--- config.mk ---
export PLATFORM = sky130hd
export DESIGN_NAME = rxev_regs
export DESIGN_NICKNAME = d
export VERILOG_FILES = /design/src/hdl/rxev_regs.v /design/src/hdl/rxev_input_mux.v /design/src/hdl/rxev_event_detect.v
export VERILOG_INCLUDE_DIRS = /design/src /design/src/hdl
export SDC_FILE = /design/constraint.sdc
export NUM_CORES = 1
export LEC_CHECK = 0
export BUFFER_PORTS_ARGS = -buffer_cell sky130_fd_sc_hd__buf_2
export CORE_AREA = 2 2 116 107
export DETAILED_ROUTE_END_ITERATION = 6
export DIE_AREA = 0 0 118 109
export MAX_ROUTING_LAYER = met4
export PLACE_DENSITY = 0.54
export SLEW_MARGIN = 10
export SYNTH_ARGS = -nofsm -noshare
export SYNTH_HDL_FRONTEND = slang
export SYNTH_SLANG_ARGS = --single-unit
--- constraint.sdc ---
create_clock -name pclk -period 2.2 [get_ports pclk]
set_clock_uncertainty 0.2 [all_clocks]
set_input_delay 0.11 -clock pclk [delete_from_list [all_inputs] [get_ports pclk]]
set_output_delay 0.11 -clock pclk [all_outputs]
set_load 0.02 [all_outputs]
--- src/hdl/rxev_map.vh ---
// Register map and field constants for the receiver event and status block
`ifndef RXEV_MAP_VH
`define RXEV_MAP_VH
`define RXEV_IDX_FLAGS 8'h20
`define RXEV_IDX_ENABLE 8'h21
`define RXEV_IDX_TRIG_HI 8'h22
`define RXEV_IDX_TRIG_LO 8'h23
`define RXEV_IDX_BUF_CTRL 8'h24
`define RXEV_IDX_STREAM_STAT 8'h25
`define RXEV_IDX_ROUTE 8'h1F
`define RXEV_IDX_PIN_CTRL 8'h1E
`define RXEV_IDX_ERR_ENABLE 8'h27
`define RXEV_ADDR_W 10
`define RXEV_SRC_MASK 8'hBB
`define RXEV_ERR_MASK 8'h7F
`define RXEV_BIT_UNLOCK 7
`define RXEV_BIT_SUBCODE 5
`define RXEV_BIT_STATBUF 4
`define RXEV_BIT_USERBUF 3
`define RXEV_BIT_OVER 1
`define RXEV_BIT_RXERR 0
`define RXEV_TRIG_RISE 2'b00
`define RXEV_TRIG_FALL 2'b01
`define RXEV_TRIG_LEVEL 2'b10
`define RXEV_POL_HIGH 2'b00
`define RXEV_POL_LOW 2'b01
`define RXEV_POL_OD 2'b10
`define RXEV_LOCK_RESET 2'b01
`define RXEV_AUX_MAX 4'h8
`define RXEV_ZERO8 8'h00
`define RXEV_BIT_RSVD_HI 6
`define RXEV_BIT_RSVD_LO 2
`define RXEV_BYTE_HI 7
`define RXEV_BYTE_LO 0
`define RXEV_LOCK_MSB 7
`define RXEV_LOCK_LSB 6
`define RXEV_BUFFER_CONTENT_SELECT_BIT 2
`define RXEV_CAM_BIT 1
`define RXEV_CHS_BIT 0
`define RXEV_PASS_MSB 6
`define RXEV_PASS_LSB 4
`define RXEV_RECV_MSB 2
`define RXEV_RECV_LSB 0
`define RXEV_PINPOL_MSB 3
`define RXEV_PINPOL_LSB 2
`define RXEV_SEL_RESET 3'h0
`define RXEV_PRDATA_RESET 32'h0000_0000
`define RXEV_PRDATA_PAD 24'h000000
`endif

--- src/hdl/rxev_regs.v ---
// Receiver event flags, masks, routing and channel status registers
// What this block does
// - Pass-through select routes input pin to output
// - Receiver select picks internal receiver input pin
// - Flags stick until the flag register read or their enable bit cleared
// - Reading flag register clears all flags but those with a new event that cycle
// - Disabled flags read zero, no interrupt
// - Bit 7 sets on lock loss
// - Bit 5 sets on new subcode block
// - Bit 4 sets on status buffer update
// - Bit 3 sets on user buffer update
// - Bit 1 sets on conversion overrange
// - Bit 0 sets on receiver error
// - Enable register gates flags and interrupt
// - Two mode registers give trigger code
// - Rising, falling or level trigger behaviour
// - Only polarity field sets pin level
// - Polarity: high, low, open-drain low
// - Receiver error gated by error enables
// - Lock method field resets to 01
// - Buffer select: status or user data
// - Access width: one or two bytes
// - Subframe select picks A or B
// - Status bits 7:4 report aux width
// - Status bit 3 reports block format
`timescale 1ns/10ps
`default_nettype none
`include "rxev_map.vh"
module rxev_regs (
    input wire pclk,
    input wire presetn,
    input wire psel,
    input wire penable,
    input wire pwrite,
    input wire [11:0] paddr,
    input wire [31:0] pwdata,
    output reg [31:0] prdata,
    output wire pready,
    output wire pslverr,
    input wire [7:0] receiver_input_pin,
    output wire passthru_output_pin,
    output wire receiver_in,
    input wire lock_lost,
    input wire subcode_new,
    input wire status_buffer_new,
    input wire user_buffer_new,
    input wire conversion_overrange,
    input wire [6:0] receiver_error_cond,
    input wire [3:0] aux_width_a,
    input wire [3:0] aux_width_b,
    input wire block_format_a,
    input wire block_format_b,
    input wire [2:0] stream_flags_a,
    input wire [2:0] stream_flags_b,
    output reg [1:0] lock_method,
    output reg buffer_content_select,
    output reg buffer_access_width,
    output reg subframe_select,
    output reg [7:0] receiver_error_enable,
    output reg irq_out,
    output reg irq_oe
);
    reg [2:0] passthru_select;
    reg [2:0] receiver_input_select;
    reg [7:0] event_flags;
    reg [7:0] event_enable;
    reg [7:0] event_trigger_high;
    reg [7:0] event_trigger_low;
    reg [1:0] irq_polarity;
    reg [7:0] next_flags;
    reg [7:0] rd_val;
    reg hit_valid;
    wire [7:0] cond;
    wire [7:0] hit;
    wire [7:0] live;
    wire [7:0] idx;
    wire acc;
    wire wr;
    wire rd;
    wire irq_any;
    wire wr_enable;
    wire wr_trig_hi;
    wire wr_trig_lo;
    wire wr_buf_ctrl;
    wire wr_route;
    wire wr_pin_ctrl;
    wire wr_err_enable;
    wire rd_flags;

    // Word index from byte address
    function [7:0] reg_index;
        input [11:0] a;
        begin
            reg_index = a[`RXEV_ADDR_W-1:2];
        end
    endfunction

    // Strobe for one register index in the access phase
    function reg_strobe;
        input active;
        input valid;
        input [7:0] at;
        input [7:0] want;
        begin
            reg_strobe = active & valid & (at == want);
        end
    endfunction

    // Address decode
    assign idx = reg_index(paddr);
    assign acc = psel & penable;
    assign wr = acc & pwrite;
    assign rd = acc & ~pwrite;
    assign pready = 1'b1;
    assign pslverr = acc & ~hit_valid;

    // Access strobes per register
    assign wr_enable = reg_strobe(wr, hit_valid, idx, `RXEV_IDX_ENABLE);
    assign wr_trig_hi = reg_strobe(wr, hit_valid, idx, `RXEV_IDX_TRIG_HI);
    assign wr_trig_lo = reg_strobe(wr, hit_valid, idx, `RXEV_IDX_TRIG_LO);
    assign wr_buf_ctrl = reg_strobe(wr, hit_valid, idx, `RXEV_IDX_BUF_CTRL);
    assign wr_route = reg_strobe(wr, hit_valid, idx, `RXEV_IDX_ROUTE);
    assign wr_pin_ctrl = reg_strobe(wr, hit_valid, idx, `RXEV_IDX_PIN_CTRL);
    assign wr_err_enable = reg_strobe(wr, hit_valid, idx, `RXEV_IDX_ERR_ENABLE);
    assign rd_flags = reg_strobe(rd, hit_valid, idx, `RXEV_IDX_FLAGS);

    // Mapped index check

    always @* begin
        case (idx)
            `RXEV_IDX_FLAGS, `RXEV_IDX_ENABLE, `RXEV_IDX_TRIG_HI, `RXEV_IDX_TRIG_LO,
            `RXEV_IDX_BUF_CTRL, `RXEV_IDX_STREAM_STAT, `RXEV_IDX_ROUTE,
            `RXEV_IDX_PIN_CTRL, `RXEV_IDX_ERR_ENABLE: hit_valid = (paddr[11:`RXEV_ADDR_W] == 2'b00);
            default: hit_valid = 1'b0;
        endcase
    end

    // Pass-through routing
    rxev_input_mux u_pass (
        .pins(receiver_input_pin),
        .sel(passthru_select),
        .out(passthru_output_pin)
    );

    // Internal receiver routing
    rxev_input_mux u_recv (
        .pins(receiver_input_pin),
        .sel(receiver_input_select),
        .out(receiver_in)
    );

    // Source conditions at their flag positions
    assign cond[`RXEV_BIT_UNLOCK] = lock_lost;
    assign cond[`RXEV_BIT_RSVD_HI] = 1'b0;
    assign cond[`RXEV_BIT_SUBCODE] = subcode_new;
    assign cond[`RXEV_BIT_STATBUF] = status_buffer_new;
    assign cond[`RXEV_BIT_USERBUF] = user_buffer_new;
    assign cond[`RXEV_BIT_RSVD_LO] = 1'b0;
    assign cond[`RXEV_BIT_OVER] = conversion_overrange;
    assign cond[`RXEV_BIT_RXERR] = |(receiver_error_cond & receiver_error_enable[6:0]);

    // Trigger mode detection
    rxev_event_detect u_det (
        .pclk(pclk),
        .presetn(presetn),
        .cond(cond),
        .trig_hi(event_trigger_high),
        .trig_lo(event_trigger_low),
        .hit(hit)
    );

    assign live = hit & event_enable & `RXEV_SRC_MASK;

    // Read clears, a new event in the same cycle wins
    always @* begin
        next_flags = event_flags;
        if (rd_flags) begin
            next_flags = `RXEV_ZERO8;
        end
        next_flags = (next_flags | live) & event_enable;
    end

    // Read data mux
    always @* begin
        case (idx)
            `RXEV_IDX_FLAGS: rd_val = event_flags & event_enable;
            `RXEV_IDX_ENABLE: rd_val = event_enable;
            `RXEV_IDX_TRIG_HI: rd_val = event_trigger_high;
            `RXEV_IDX_TRIG_LO: rd_val = event_trigger_low;
            `RXEV_IDX_BUF_CTRL: rd_val = {lock_method, 3'b000, buffer_content_select,
                buffer_access_width, subframe_select};
            `RXEV_IDX_STREAM_STAT: rd_val = subframe_select ?
                {aux_width_b, block_format_b, stream_flags_b} :
                {aux_width_a, block_format_a, stream_flags_a};
            `RXEV_IDX_ROUTE: rd_val = {1'b0, passthru_select, 1'b0, receiver_input_select};
            `RXEV_IDX_PIN_CTRL: rd_val = {4'h0, irq_polarity, 2'b00};
            `RXEV_IDX_ERR_ENABLE: rd_val = receiver_error_enable & `RXEV_ERR_MASK;
            default: rd_val = `RXEV_ZERO8;
        endcase
    end

    // Sticky event flags
    always @(posedge pclk or negedge presetn) begin
        if (!presetn) begin
            event_flags <= `RXEV_ZERO8;
        end else begin
            event_flags <= next_flags;
        end
    end

    // Read data, held until the next mapped read
    always @(posedge pclk or negedge presetn) begin
        if (!presetn) begin
            prdata <= `RXEV_PRDATA_RESET;
        end else if (rd && hit_valid) begin
            prdata <= {`RXEV_PRDATA_PAD, rd_val};
        end
    end

    // Event enable mask
    always @(posedge pclk or negedge presetn) begin
        if (!presetn) begin
            event_enable <= `RXEV_ZERO8;
        end else if (wr_enable) begin
            event_enable <= pwdata[`RXEV_BYTE_HI:`RXEV_BYTE_LO] & `RXEV_SRC_MASK;
        end
    end

    // Trigger mode, upper code bit
    always @(posedge pclk or negedge presetn) begin
        if (!presetn) begin
            event_trigger_high <= `RXEV_ZERO8;
        end else if (wr_trig_hi) begin
            event_trigger_high <= pwdata[`RXEV_BYTE_HI:`RXEV_BYTE_LO] & `RXEV_SRC_MASK;
        end
    end

    // Trigger mode, lower code bit
    always @(posedge pclk or negedge presetn) begin
        if (!presetn) begin
            event_trigger_low <= `RXEV_ZERO8;
        end else if (wr_trig_lo) begin
            event_trigger_low <= pwdata[`RXEV_BYTE_HI:`RXEV_BYTE_LO] & `RXEV_SRC_MASK;
        end
    end

    // Lock method and buffer controls
    always @(posedge pclk or negedge presetn) begin
        if (!presetn) begin
            lock_method <= `RXEV_LOCK_RESET;
            buffer_content_select <= 1'b0;
            buffer_access_width <= 1'b0;
            subframe_select <= 1'b0;
        end else if (wr_buf_ctrl) begin
            lock_method <= pwdata[`RXEV_LOCK_MSB:`RXEV_LOCK_LSB];
            buffer_content_select <= pwdata[`RXEV_BUFFER_CONTENT_SELECT_BIT];
            buffer_access_width <= pwdata[`RXEV_CAM_BIT];
            subframe_select <= pwdata[`RXEV_CHS_BIT];
        end
    end

    // Input route selects
    always @(posedge pclk or negedge presetn) begin
        if (!presetn) begin
            passthru_select <= `RXEV_SEL_RESET;
            receiver_input_select <= `RXEV_SEL_RESET;
        end else if (wr_route) begin
            passthru_select <= pwdata[`RXEV_PASS_MSB:`RXEV_PASS_LSB];
            receiver_input_select <= pwdata[`RXEV_RECV_MSB:`RXEV_RECV_LSB];
        end
    end

    // Interrupt pin polarity
    always @(posedge pclk or negedge presetn) begin
        if (!presetn) begin
            irq_polarity <= `RXEV_POL_HIGH;
        end else if (wr_pin_ctrl) begin
            irq_polarity <= pwdata[`RXEV_PINPOL_MSB:`RXEV_PINPOL_LSB];
        end
    end

    // Receiver error enables
    always @(posedge pclk or negedge presetn) begin
        if (!presetn) begin
            receiver_error_enable <= `RXEV_ZERO8;
        end else if (wr_err_enable) begin
            receiver_error_enable <= pwdata[`RXEV_BYTE_HI:`RXEV_BYTE_LO] & `RXEV_ERR_MASK;
        end
    end

    // Any enabled triggered source, polarity applied after the OR
    assign irq_any = |(live | (event_flags & event_enable));

    always @* begin
        case (irq_polarity)
            `RXEV_POL_HIGH: begin
                irq_out = irq_any;
                irq_oe = 1'b1;
            end
            `RXEV_POL_LOW: begin
                irq_out = ~irq_any;
                irq_oe = 1'b1;
            end
            `RXEV_POL_OD: begin
                irq_out = 1'b0;
                irq_oe = irq_any;
            end
            default: begin
                irq_out = 1'b0;
                irq_oe = 1'b0;
            end
        endcase
    end
endmodule // rxev_regs
`default_nettype wire

--- src/hdl/rxev_input_mux.v ---
// Eight-to-one selector for a receiver input pin
`timescale 1ns/10ps
`default_nettype none
module rxev_input_mux (
    input wire [7:0] pins,
    input wire [2:0] sel,
    output wire out
);
    assign out = pins[sel];
endmodule // rxev_input_mux
`default_nettype wire

--- src/hdl/rxev_event_detect.v ---
// Per-source trigger detection by rising, falling or level mode
`timescale 1ns/10ps
`default_nettype none
`include "rxev_map.vh"
module rxev_event_detect (
    input wire pclk,
    input wire presetn,
    input wire [7:0] cond,
    input wire [7:0] trig_hi,
    input wire [7:0] trig_lo,
    output reg [7:0] hit
);
    reg [7:0] cond_q;
    integer i;
    always @(posedge pclk or negedge presetn) begin
        if (!presetn) begin
            cond_q <= `RXEV_ZERO8;
        end else begin
            cond_q <= cond;
        end
    end
    // Edge or level per source
    always @* begin
        hit = `RXEV_ZERO8;
        for (i = 0; i < 8; i = i + 1) begin
            case ({trig_hi[i], trig_lo[i]})
                `RXEV_TRIG_RISE: hit[i] = cond[i] & ~cond_q[i];
                `RXEV_TRIG_FALL: hit[i] = ~cond[i] & cond_q[i];
                `RXEV_TRIG_LEVEL: hit[i] = cond[i];
                default: hit[i] = 1'b0;
            endcase
        end
    end
endmodule // rxev_event_detect
`default_nettype wire

# Word-level counts from Yosys, hierarchy flattened
# Cells that the tools add are included.
# totals
regBits	60
latchBits	0
ramBits	0
romBits	0
input_bits	85
out_inout_bits	51
mem_count	0
# op_classes
n_addsub	0
n_mul	0
div	0
order_cmp	2
n_eq_ne	23
shift	0
mux	16
n_bitwise	47
reduce_logical	13
# op_table
op	n
8-bit one-hot mux with 9 select lines	1
8-bit by 6-bit equality test with 1-bit output (second input constant)	7
1-bit bitwise AND	26
8-bit bitwise AND	3
1-bit one-hot mux with 3 select lines	6
8-bit by 5-bit equality test with 1-bit output (second input constant)	2
2-bit zero test	8
8-bit 2-to-1 mux	2
8-bit bitwise OR	2
1-bit NOT	15
2-bit by 1-bit equality test with 1-bit output (second input constant)	7
2-bit equality test (second input constant)	7
9-bit OR reduction	1
3-bit by 4-bit less-than comparator with 1-bit output (second input constant)	2
8-bit OR reduction	1
7-bit bitwise AND	1
7-bit OR reduction	1
1-bit binary-select mux with 3-bit select	2
1-bit one-hot mux with 2 select lines	2
1-bit 2-to-1 mux	3
2-bit OR reduction	1
1-bit logical AND	1

# Depth between registers and ports, before layout
# Gate-level depths: netlist of run 1.
# logic_depth
depth_word	10
mapped_depth	7

# Cells and area by module
# Synthesis of run 1 repeated with hierarchy kept, for this count alone.
# hier_totals
hier_cells	327
hier_area_um2	3554.7
# by_module_without_submodules
mod	n_inst	cells_each	area_per_inst_um2	seq_area_each_um2
rxev_regs	1	281	2996.6	1302.5
rxev_event_detect	1	40	430.4	200.2
rxev_input_mux	2	3	63.8	0.0

# Worst setup path after synthesis of run 1
# No wires, ideal clock.
# synth_timing
kind	reg-to-output
from	register receiver_error_enable[1]
to	output port irq_out
arrival_ns	1.940
required_time_ns	1.890
slack_ns	-0.050
path_stages_with_launch	6
n_path_buf	0
path_cell_list	dfrtp_1 a222oi_1 a31o_2 o22ai_1 a2111oi_2 mux2_2
# synth_between
elab_chain_len	10
word_cells_on_any_way	11
# synth_rtl
item	line_no	rtl
start: declaration	rxev_regs.v:59	output reg [7:0] receiver_error_enable,
start signal: assignment	rxev_regs.v:285	receiver_error_enable <= `RXEV_ZERO8;
start signal: assignment	rxev_regs.v:287	receiver_error_enable <= pwdata[`RXEV_BYTE_HI:`RXEV_BYTE_LO] & `RXEV_ERR_MASK;
7-bit bitwise AND (*)	rxev_regs.v:160	assign cond[`RXEV_BIT_RXERR] = |(receiver_error_cond & receiver_error_enable[6:0]);
7-bit OR reduction (*)	rxev_regs.v:160	
1-bit NOT	rxev_event_detect.v:28	`RXEV_TRIG_FALL: hit[i] = ~cond[i] & cond_q[i];
1-bit bitwise AND	rxev_event_detect.v:28	
1-bit one-hot mux with 3 select lines (*)	rxev_event_detect.v:26	case ({trig_hi[i], trig_lo[i]})
8-bit bitwise AND (*)	rxev_regs.v:172	assign live = hit & event_enable & `RXEV_SRC_MASK;
8-bit bitwise OR (*)	rxev_regs.v:292	assign irq_any = |(live | (event_flags & event_enable));
8-bit OR reduction (*)	rxev_regs.v:292	
1-bit NOT	rxev_regs.v:301	irq_out = ~irq_any;
1-bit one-hot mux with 2 select lines (*)	rxev_regs.v:295	case (irq_polarity)
end: declaration	rxev_regs.v:60	output reg irq_out,
# Every way passes the cells marked *; elsewhere a longest branch is shown, timed or not.

# Final worst setup path of run 1
# Same ends and word-level chain as after synthesis.

==> results of run 1 <==
Yosys cell counts, types with 2 or more instances:
cell type and instances:
nor4bb_1 4, nor2b_1 8, nand3b_1 2, dfrtp_1 57, a41oi_1 3, mux2i_1 11
nand3_1 8, nand2b_1 7, nor3_4 2, o22ai_1 13, nor2_4 3, nand4_1 2
nand2_1 23, buf_2 4, o32a_1 2, inv_1 7, a211oi_1 3, mux2_2 44
and2_1 2, conb_1 2, buf_4 27, a32o_1 3, nor2_1 15, a31oi_1 3
clkbuf_1 5, a21oi_1 13, mux4_2 4, a22oi_1 5, o21ai_0 10
how the worst max path moves through the flow:
stage	slack, ns	start	end
detailed placement	-0.22	receiver_error_enable[1]$_DFFE_PN0P_	irq_out
global placement	-0.20	receiver_error_enable[1]$_DFFE_PN0P_	irq_out
global route	-0.52	receiver_error_enable[1]$_DFFE_PN0P_	irq_out
floorplan	0.01	receiver_error_enable[1]$_DFFE_PN0P_	irq_out
finish	-0.42	receiver_error_enable[1]$_DFFE_PN0P_	irq_out
CTS	-0.44	receiver_error_enable[1]$_DFFE_PN0P_	irq_out
kinds of logic after synthesis:
group | count (synthesis) | share of synthesized area
AO/OA/AOI/OAI | 63 | 0.125
buffers and inverters | 45 | 0.0809
multiplexers | 59 | 0.205
other | 2 | 0.00221
AND/OR/NAND/NOR | 88 | 0.160
flip-flops | 58 | 0.427
sequential cells by signal (all words and copies together), names as in the netlist:
| name | cells |
|---|---|
| lock_method | 2 |
| subframe_select | 1 |
| buffer_content_select | 1 |
| receiver_error_enable | 7 |
| prdata | 8 |
| receiver_input_select | 3 |
| buffer_access_width | 1 |
| passthru_select | 3 |
| event_flags | 6 |
| event_enable | 6 |
| event_trigger_high | 6 |
| irq_polarity | 2 |
| u_det.cond_q | 6 |
| event_trigger_low | 6 |
routing by layer:
layer / GRT usage / share of wire
met1: 0.224 / 0.49
met2: 0.254 / 0.44
met3: 0.0387 / 0.055
met4: 0.0439 / 0.0096
met5: - / 0
power breakdown:
| part | leakage (uW) | switching (uW) | internal (uW) |
|---|---|---|---|
| Combinational | 0.00124 | 187 | 116 |
| Clock | 0.000152 | 465 | 959 |
| Sequential | 0.000793 | 10.1 | 1090 |
| Total | 0.00219 | 662 | 2160 |
area by class of cell:
class	count	area [sq um]	area share
Clock buffer	13	270	0.0584
Clock inverter	2	35.0	0.00757
Inverter	8	30.0	0.00649
Multi-Input combinational cell	236	1800	0.390
Sequential cell	58	1450	0.314
Tap cell	160	200	0.0433
Timing Repair Buffer	130	836	0.181
worst min-delay path, stage by stage:
cell and delay, ns:
buf_2 0.20, nand2_1 0.08, nand3b_1 0.07, a31oi_1 0.08
metrics by stage:
step	utilization	hold WS, ns	power (uW)	setup TNS [ns]
after floorplan	-	-0.386	1290	0
after global placement	0.347	-0.197	1390	-0.202
after detailed placement	0.347	-0.197	1390	-0.235
after CTS	0.393	0.0449	2850	-0.779
after global routing	0.394	0.0844	2920	-0.970
final	0.394	0.0568	2820	-0.746
placed cells by master, fill, tap and decap left out, drive strengths merged, types with 3 or more instances in the layout:
cell type,n
dfrtp,57
mux4,4
inv,7
a211oi,3
mux2,44
nor3,4
nor2,18
nand2b,7
conb,26
dlygate4sd3,17
nand3,9
nor2b,8
clkbuf,13
a31oi,3
o21ai,10
nand2,23
nor4bb,4
a21oi,14
a22oi,5
mux2i,11
o22ai,13
a32o,3
a41oi,3
buf,113
repair_timing:
action | CTS | global route
setup endpoints to repair | 2 | 3
endpoints found under the hold margin | 103 | 0
pin swaps | 5 | 4
hold buffers | 17 | 0
setup buffers | 3 | 2
resized for setup | 10 | 1
==> metrics, run 1 <==
status complete, but fails checks; failing checks negative setup slack; Netlist Area Pre-Place 0.00340 sq mm; fraction of registers with async set/reset 1.00; nets@finish 528; Synth top area share 0.419; Reg2Reg Depth 5; largest net degree at the start of global routing 50; Worst path depth 6; depth of the worst hold-timing path 4; Post-Route WL 10,000 um; placed insts 571; CTS tree done; initial antenna violation count 0; FF-to-FF Start receiver_error_enable[1]$_DFFE_PN0P_; dpl cell area 0.00407 sq mm; Seq cells post-synth 58; Hold Path End prdata[7]$_DFFE_PN0N_; final setup fails 2; DR pass1 iterations 4; CP Launch Type register; Port Buffers 83; Mapped Cells 315; TritonCTS Buffers 9; number of DRC markers in iteration 0 171; H-tree levels 3; P&R area growth vs syn 36.1%; P per Cell Area 610 mW/mm^2; routed len/inst 16.5 um; Buf/Inv on CP 1; Initial Util 0.290; final HPWL from detailed placement 7590 um; worst min path class in2reg; leakage 0.00219 uW; drt drc 0; post-synthesis cell type count 52; n_diodes 0; Worst Hold Launch paddr[4]; Finished Layout Cells 607; total number of vias 2,866; pre-CTS WS -0.218 ns; std cell rows 38; Reg clk slew, reported paths 0.05 ns; Via density 4.72; post-synthesis sequential area ratio 0.427; Synth warnings 0; crit path capture type output port; cell area after layout 0.00463 sq mm; post-route setup slack -0.419 ns; Total GRT Usage 0.166; max-cap check violation count 0; Setup CP Type reg2out; Main synth FF type dfrtp_1; ranking of synthesized cells by area dfrtp_1, mux2_2, buf_4, mux2i_1, mux4_2; global route overflow 0; vias in the first global route 2,804; Root Driver clkbuf_16; Hold Fails Final Rpt 0; Yosys top cell by area dfrtp_1; clock sinks 58; Critical R2R Capture u_det.cond_q[0]$_DFF_PN0_; max frequency 382 MHz; worst vdd ir 0.302 mV; CP Data Required Time 1.89 ns; minimum clock period 2.62 ns; Post-DRT Antenna Nets 0; mean post-synth cell area 10.8 sq um; first-pass GRT wire length 15,500 um; reg-to-reg slack, setup 0.15 ns; gpl congestion 0.825; die width 118 um; CP max-delay cell a222oi_1; Die Height 109 um; later-pin clock latency in the skew report 0.33 ns; fin. max-slew vios 0; Post-synth EDFFs 0; period utilization 1.19; filler instances 1,190; cells along the critical path a222oi_1 -> a31o_2 -> o22ai_4 -> a2111oi_4 -> mux2_4 -> buf_6; slowest cell delay on critical path 0.42 ns; Worst EP arrival 2.31 ns; share of cells above drive strength 1 0.432; area of the core 0.0117 sq mm; Boundary Pins 136; CP top delay family compound AO/OA/AOI/OAI gates; CTS Buffer Depth 2; RSZ-0062 raised after global routing true; largest fanout on the critical path 2; die area 0.0129 sq mm
Note: power is estimated with default switching activity, not from simulation.
==> inputs of run 2 (changes only) <==
==> constraint.sdc (replaced) <==
create_clock -name pclk -period 3.3 [get_ports pclk]
set_clock_uncertainty 0.2 [all_clocks]
set_input_delay 0.66 -clock pclk [delete_from_list [all_inputs] [get_ports pclk]]
set_output_delay 0.66 -clock pclk [all_outputs]
set_load 0.02 [all_outputs]
==> run 2 against run 1 <==
The flow now finishes without violations. Clock power fell by 32%. Design area fell by 6.9%. Critical path depth rose by 2. Combinational power fell by 40%. Sequential power fell by 34%. Via count fell by 2.8%. First-iteration DRC count fell by 1.8%. Wire length fell by 3.5%. Core utilization fell by 2.7 points. Non-clock buffer count fell by 36. Final cell count fell by 5.8%. Register-to-register slack improved by 0.94 ns.
==> metrics, run 2 (synthesized netlist as in run 1, its figures left out) <==
CP Launch Type input port; Port Buffers 83 (unchanged); share of power burned in combinational logic 0.097 (-0.010); worst vdd ir 0.216 mV (-28%); die width 118 um (unchanged); Post-DRT Antenna Nets 0 (unchanged); max frequency 305 MHz; max_slew headroom 0.506; Reg clk slew, reported paths 0.05 ns (about the same); commonest non-fill, non-tap cell in the layout buf_2; Psw 447 uW (-32%); CTS tree done; Via density 4.87 (+3.2%); period utilization 0.993; final setup fails 0 (-2); crit path capture type output port; Regs by FF count prdata x8, receiver_error_enable x7; max-cap check violation count 0 (unchanged); Setup CP Type in2out; routed len/inst 16.9 um (+2.4%); clock sinks 58 (unchanged); placed insts 556 (-2.6%); gpl congestion 0.856 (+3.7%); Worst EP arrival 2.42 ns (+0.11 ns); later-pin clock latency in the skew report 0.33 ns (about the same); leakage 0.00201 uW (-8.1%); std cell rows 38 (unchanged); switching share of power 0.238 (+0.00376); n_diodes 0 (unchanged); Seq pwr share 0.389 (about the same); most frequent cells in the layout buf_2, dfrtp_1, mux2_2, conb_1, nand2_1; minimum clock period 3.28 ns; RSZ-0062 raised after global routing true; status finished, final reports clean; CTS Buffer Depth 2 (unchanged); Top reg by flops prdata; nets@finish 492 (-6.8%); DR pass1 iterations 4 (unchanged); P&R area growth vs syn 26.7%; number of DRC markers in iteration 0 168 (-1.8%); largest fanout on the critical path 2 (unchanged); setup bufs post-CTS 0 (-3); final HPWL from detailed placement 7480 um (-1.5%); fin. max-slew vios 0 (unchanged); Boundary Pins 136 (unchanged); Tot Pwr 1880 uW (-33%); max FFs per register 8 (unchanged); CP Data Required Time 2.44 ns (+0.55 ns); total number of vias 2,786 (-2.8%); TritonCTS Buffers 9 (unchanged); first-pass GRT wire length 15,200 um (-2.0%); drt drc 0 (unchanged); Worst Max-Slew Pin Slew 0.735 ns; initial antenna violation count 0 (unchanged); largest net degree at the start of global routing 27 (-46%); Initial Util 0.290 (unchanged); H-tree levels 3 (unchanged); Root Driver clkbuf_16; area of the core 0.0117 sq mm (unchanged); Int Pwr 1430 uW (-34%); global route overflow 0 (unchanged); Total GRT Usage 0.162 (-0.00478); die area 0.0129 sq mm (unchanged); worst min path class in2async; P per Cell Area 436 mW/mm^2 (-29%); vias in the first global route 2,720 (-3.0%); Finished Layout Cells 572 (-5.8%); Die Height 109 um (unchanged); Post-Route WL 9690 um (-3.5%); share of cells above drive strength 1 0.420 (-0.0119); clock power share 0.514 (+0.009); Hold Fails Final Rpt 0 (unchanged)
[run 2: cell type report]
| type | count | area [sq um] |
|---|---|---|
| fillers | 1192 | 7440 |
| multi-input cells | 236 | 1790 |
| flip-flops and latches | 58 | 1450 |
| repair buffers | 94 | 517 |
| clock buffers | 12 | 267 |
| well taps | 160 | 200 |
| clock inverters | 4 | 48.8 |
| inverters | 8 | 30.0 |
[run 2: layer usage]
layer | global-route usage | vias up | part of all wire
met5 | - | - | 0
met4 | 0.0387 | 0 | 0.0056
met3 | 0.0502 | 4 | 0.079
met2 | 0.238 | 139 | 0.44
met1 | 0.218 | 1345 | 0.48
li1 | - | 1298 | -
[run 2: stage by stage]
| stage | cell area (sq um) | hold WS (ns) | utilization | worst slack (ns) | TNS, ns |
|---|---|---|---|---|---|
| after floorplan | 3490 | 0.164 | - | 0.313 | 0 |
| after global placement | 3940 | 0.308 | 0.336 | -0.182 | -0.182 |
| after global routing | 4310 | 0.195 | 0.367 | -0.0925 | -0.0925 |
| after detailed placement | 3940 | 0.313 | 0.336 | -0.150 | -0.150 |
| after CTS | 4280 | 0.174 | 0.364 | 0.00740 | 0 |
| final | 4310 | 0.153 | 0.367 | 0.0235 | 0 |
[run 2: worst max-delay path: stages]
cell,delay [ns]
buf_6,0.09
a222oi_1,0.35
a31o_2,0.25
o22ai_4,0.09
a2111oi_4,0.37
buf_4,0.17
mux2_4,0.29
buf_6,0.13
[run 2: final timing paths]
check	end	slack [ns]	from	cells past startpoint
min in group pclk	u_det.cond_q[1]$_DFF_PN0_	0.27	conversion_overrange	1
max in group asynchronous	event_enable[4]$_DFFE_PN0P_	2.03	presetn	2
max	irq_out	0.02	receiver_error_cond[1]	8
max reg2reg	prdata[5]$_DFFE_PN0N_	1.09	subframe_select$_DFFE_PN0P_	5
min	event_trigger_low[3]$_DFFE_PN0P_	0.15	presetn	1
min reg2reg	prdata[6]$_DFFE_PN0N_	0.31	prdata[6]$_DFFE_PN0N_	2
[run 2: power groups by stage]
stage | Clock [uW] | Combinational [uW] | Sequential (uW)
6_report | 965 | 182 | 730
5_1_grt | 1020 | 200 | 731
4_1_cts | 978 | 182 | 730
3_5_place_dp | 0 | 181 | 742
3_3_place_gp | 0 | 177 | 742
2_1_floorplan | 0 | 108 | 749
[run 2: timing repair]
item                                    4_1_cts  5_1_grt
pin swaps                                     3        4
gates resized for setup                       2        6
gates cloned                                  0        0
hold buffers                                  0        0
endpoints found under the setup margin        1        1
==> inputs of run 3 (changes only) <==
- CORE_AREA: 2 2 116 107 -> 2 2 105 117
- DIE_AREA: 0 0 118 109 -> 0 0 107 119
- SLEW_MARGIN: 10 -> not set
==> run 3 against run 2 <==
Die area is 1.0% lower. Clock power is 3.4% lower. Register-to-register slack better by 0.23 ns. Sequential power hardly changed. Maximum frequency is 0.10% higher. Count of clock-buffer cells in the layout is 1 higher.
==> metrics, run 3 (synthesized netlist as in run 1, its figures left out) <==
status finished, final reports clean; Via density 4.86 (-0.24%); final HPWL from detailed placement 7090 um (-5.2%); reg-to-reg slack, setup 1.32 ns (+0.23 ns); Critical R2R Capture prdata[5]$_DFFE_PN0N_; max FFs per register 8 (unchanged); filler instances 1,178 (-1.2%); worst min path class in2async; max frequency 306 MHz (+0.10%); Worst Max-Slew Pin Slew 0.708 ns (-0.0269 ns); met1 Use GR 0.184 (-0.0341); Port Buffers 83 (unchanged); Finished Layout Cells 567 (-0.87%); pre-CTS WS -0.117 ns (+0.0335 ns); global route overflow 0 (unchanged); CP Launch Type register; commonest non-fill, non-tap cell in the layout buf_2; DR pass1 iterations 5 (+1); leakage 0.00200 uW (-0.65%); nets@finish 492 (unchanged); gpl congestion 0.814 (-4.9%); H-tree levels 3 (unchanged); Seq pwr share 0.397 (+0.008); vias in the first global route 2,755 (+1.3%); max_slew headroom 0.528 (+0.0220); Post-Route WL 9300 um (-4.0%); die area 0.0127 sq mm (-1.0%); Reg clk slew, reported paths 0.05 ns (about the same); FF-to-FF Start subframe_select$_DFFE_PN0P_; switching share of power 0.236 (-0.00227); Die Height 119 um (+9.2%); period utilization 0.992 (-0.00101); CTS Buffer Depth 2 (unchanged); clock power share 0.506 (-0.008); Total GRT Usage 0.158 (-0.00326); TritonCTS Buffers 9 (unchanged); Psw 435 uW (-2.8%); die width 107 um (-9.3%); clock sinks 58 (unchanged); Initial Util 0.290 (+0.000618); Min Hold Slack 0.0873 ns (-0.0659 ns); CP Launch Point receiver_error_enable[1]$_DFFE_PN0P_; largest net degree at the start of global routing 40 (+48%); placed insts 549 (-1.3%); worst vdd ir 0.222 mV (+2.7%); max-cap check violation count 0 (unchanged); Top reg by flops prdata; minimum clock period 3.27 ns (-0.00334 ns); Most Crowded Layer GR met2; RSZ-0062 raised after global routing true; Root Driver clkbuf_16; Tot Pwr 1840 uW (-1.9%); Worst EP arrival 2.41 ns (about the same); initial antenna violation count 1 (+1); largest fanout on the critical path 2 (unchanged); P per Cell Area 430 mW/mm^2 (-1.3%); Hold Fails Final Rpt 0 (unchanged); Reg2Reg Depth 5 (unchanged); later-pin clock latency in the skew report 0.33 ns (about the same); Regs by FF count prdata x8, receiver_error_enable x7; number of DRC markers in iteration 0 102 (-39%); total number of vias 2,755 (-1.1%); Post-DRT Antenna Nets 0 (unchanged); P&R area growth vs syn 26.0%; fin. max-slew vios 0 (unchanged); CTS tree done; drt drc 0 (unchanged); Boundary Pins 136 (unchanged); crit path capture type output port; CP Data Required Time 2.44 ns (about the same); Int Pwr 1410 uW (-1.6%); share of cells above drive strength 1 0.415 (-0.00485); post-route setup slack 0.0269 ns (+0.00334 ns); std cell rows 42 (+11%); most frequent cells in the layout buf_2, dfrtp_1, mux2_2, conb_1, nand2_1; share of power burned in combinational logic 0.098 (about the same); area of the core 0.0117 sq mm (-0.21%); Setup CP Type reg2out; final setup fails 0 (unchanged); first-pass GRT wire length 14,800 um (-2.7%); grt met2 use 0.266 (+0.0280); Util after Layout 0.366 (-0.00124); routed len/inst 16.4 um (-3.1%); grt met3 use 0.0367 (-0.0135)
-- run 3: metrics by stage --
| step | instance area, sq um | TNS, ns |
|---|---|---|
| global placement | 3930 | -0.0979 |
| global route | 4280 | -0.0491 |
| floorplan | 3490 | 0 |
| CTS | 4260 | 0 |
| detailed placement | 3930 | -0.117 |
| finish | 4280 | 0 |
-- run 3: area by class of cell --
cell class,count,area [sq um],area share
sequential,58,1450,0.339
clock inverter,3,40.0,0.00935
inverter,8,30.0,0.00701
tap,154,193,0.0450
timing repair buffer,94,504,0.118
clock buffer,13,260,0.0607
multi-input combinational,236,1800,0.421
antenna,1,2.50,0.000584
-- run 3: repair_timing --
item                                    4_1_cts  5_1_grt
resized for setup                             5        2
endpoints found under the setup margin        1        1
endpoints found under the hold margin         0        0
hold buffers                                  0        0
buffers inserted                              1        0
pin swaps                                     3        1
-- run 3: critical path, cell delays in order (launching register included) --
cell and delay, ns:
dfrtp_1 0.40, a222oi_1 0.34, buf_4 0.19, a31o_4 0.15, o22ai_4 0.07, a2111oi_4 0.31, buf_4 0.18, mux2_4 0.30
buf_6 0.13
-- run 3: power by group through the flow --
stage,registers (uW),clock network [uW],logic [uW]
2_1_floorplan,749,0,108
3_3_place_gp,742,0,176
3_5_place_dp,742,0,179
4_1_cts,730,950,180
5_1_grt,731,979,199
6_report,731,932,180
-- run 3: worst max-delay path by stage --
stage | to | slack, ns | cells after the start
after floorplan | irq_out | 0.31 | 5
after global placement | irq_out | -0.1 | 9
after detailed placement | irq_out | -0.12 | 9
after CTS | irq_out | 0.006 | 8
after global routing | irq_out | -0.05 | 8
final | irq_out | 0.03 | 8
-- run 3: per-layer routing --
metal / vias up / share of wire
li1: 1303 / -
met1: 1353 / 0.42
met2: 89 / 0.51
met3: 10 / 0.049
met4: 0 / 0.015
met5: - / 0
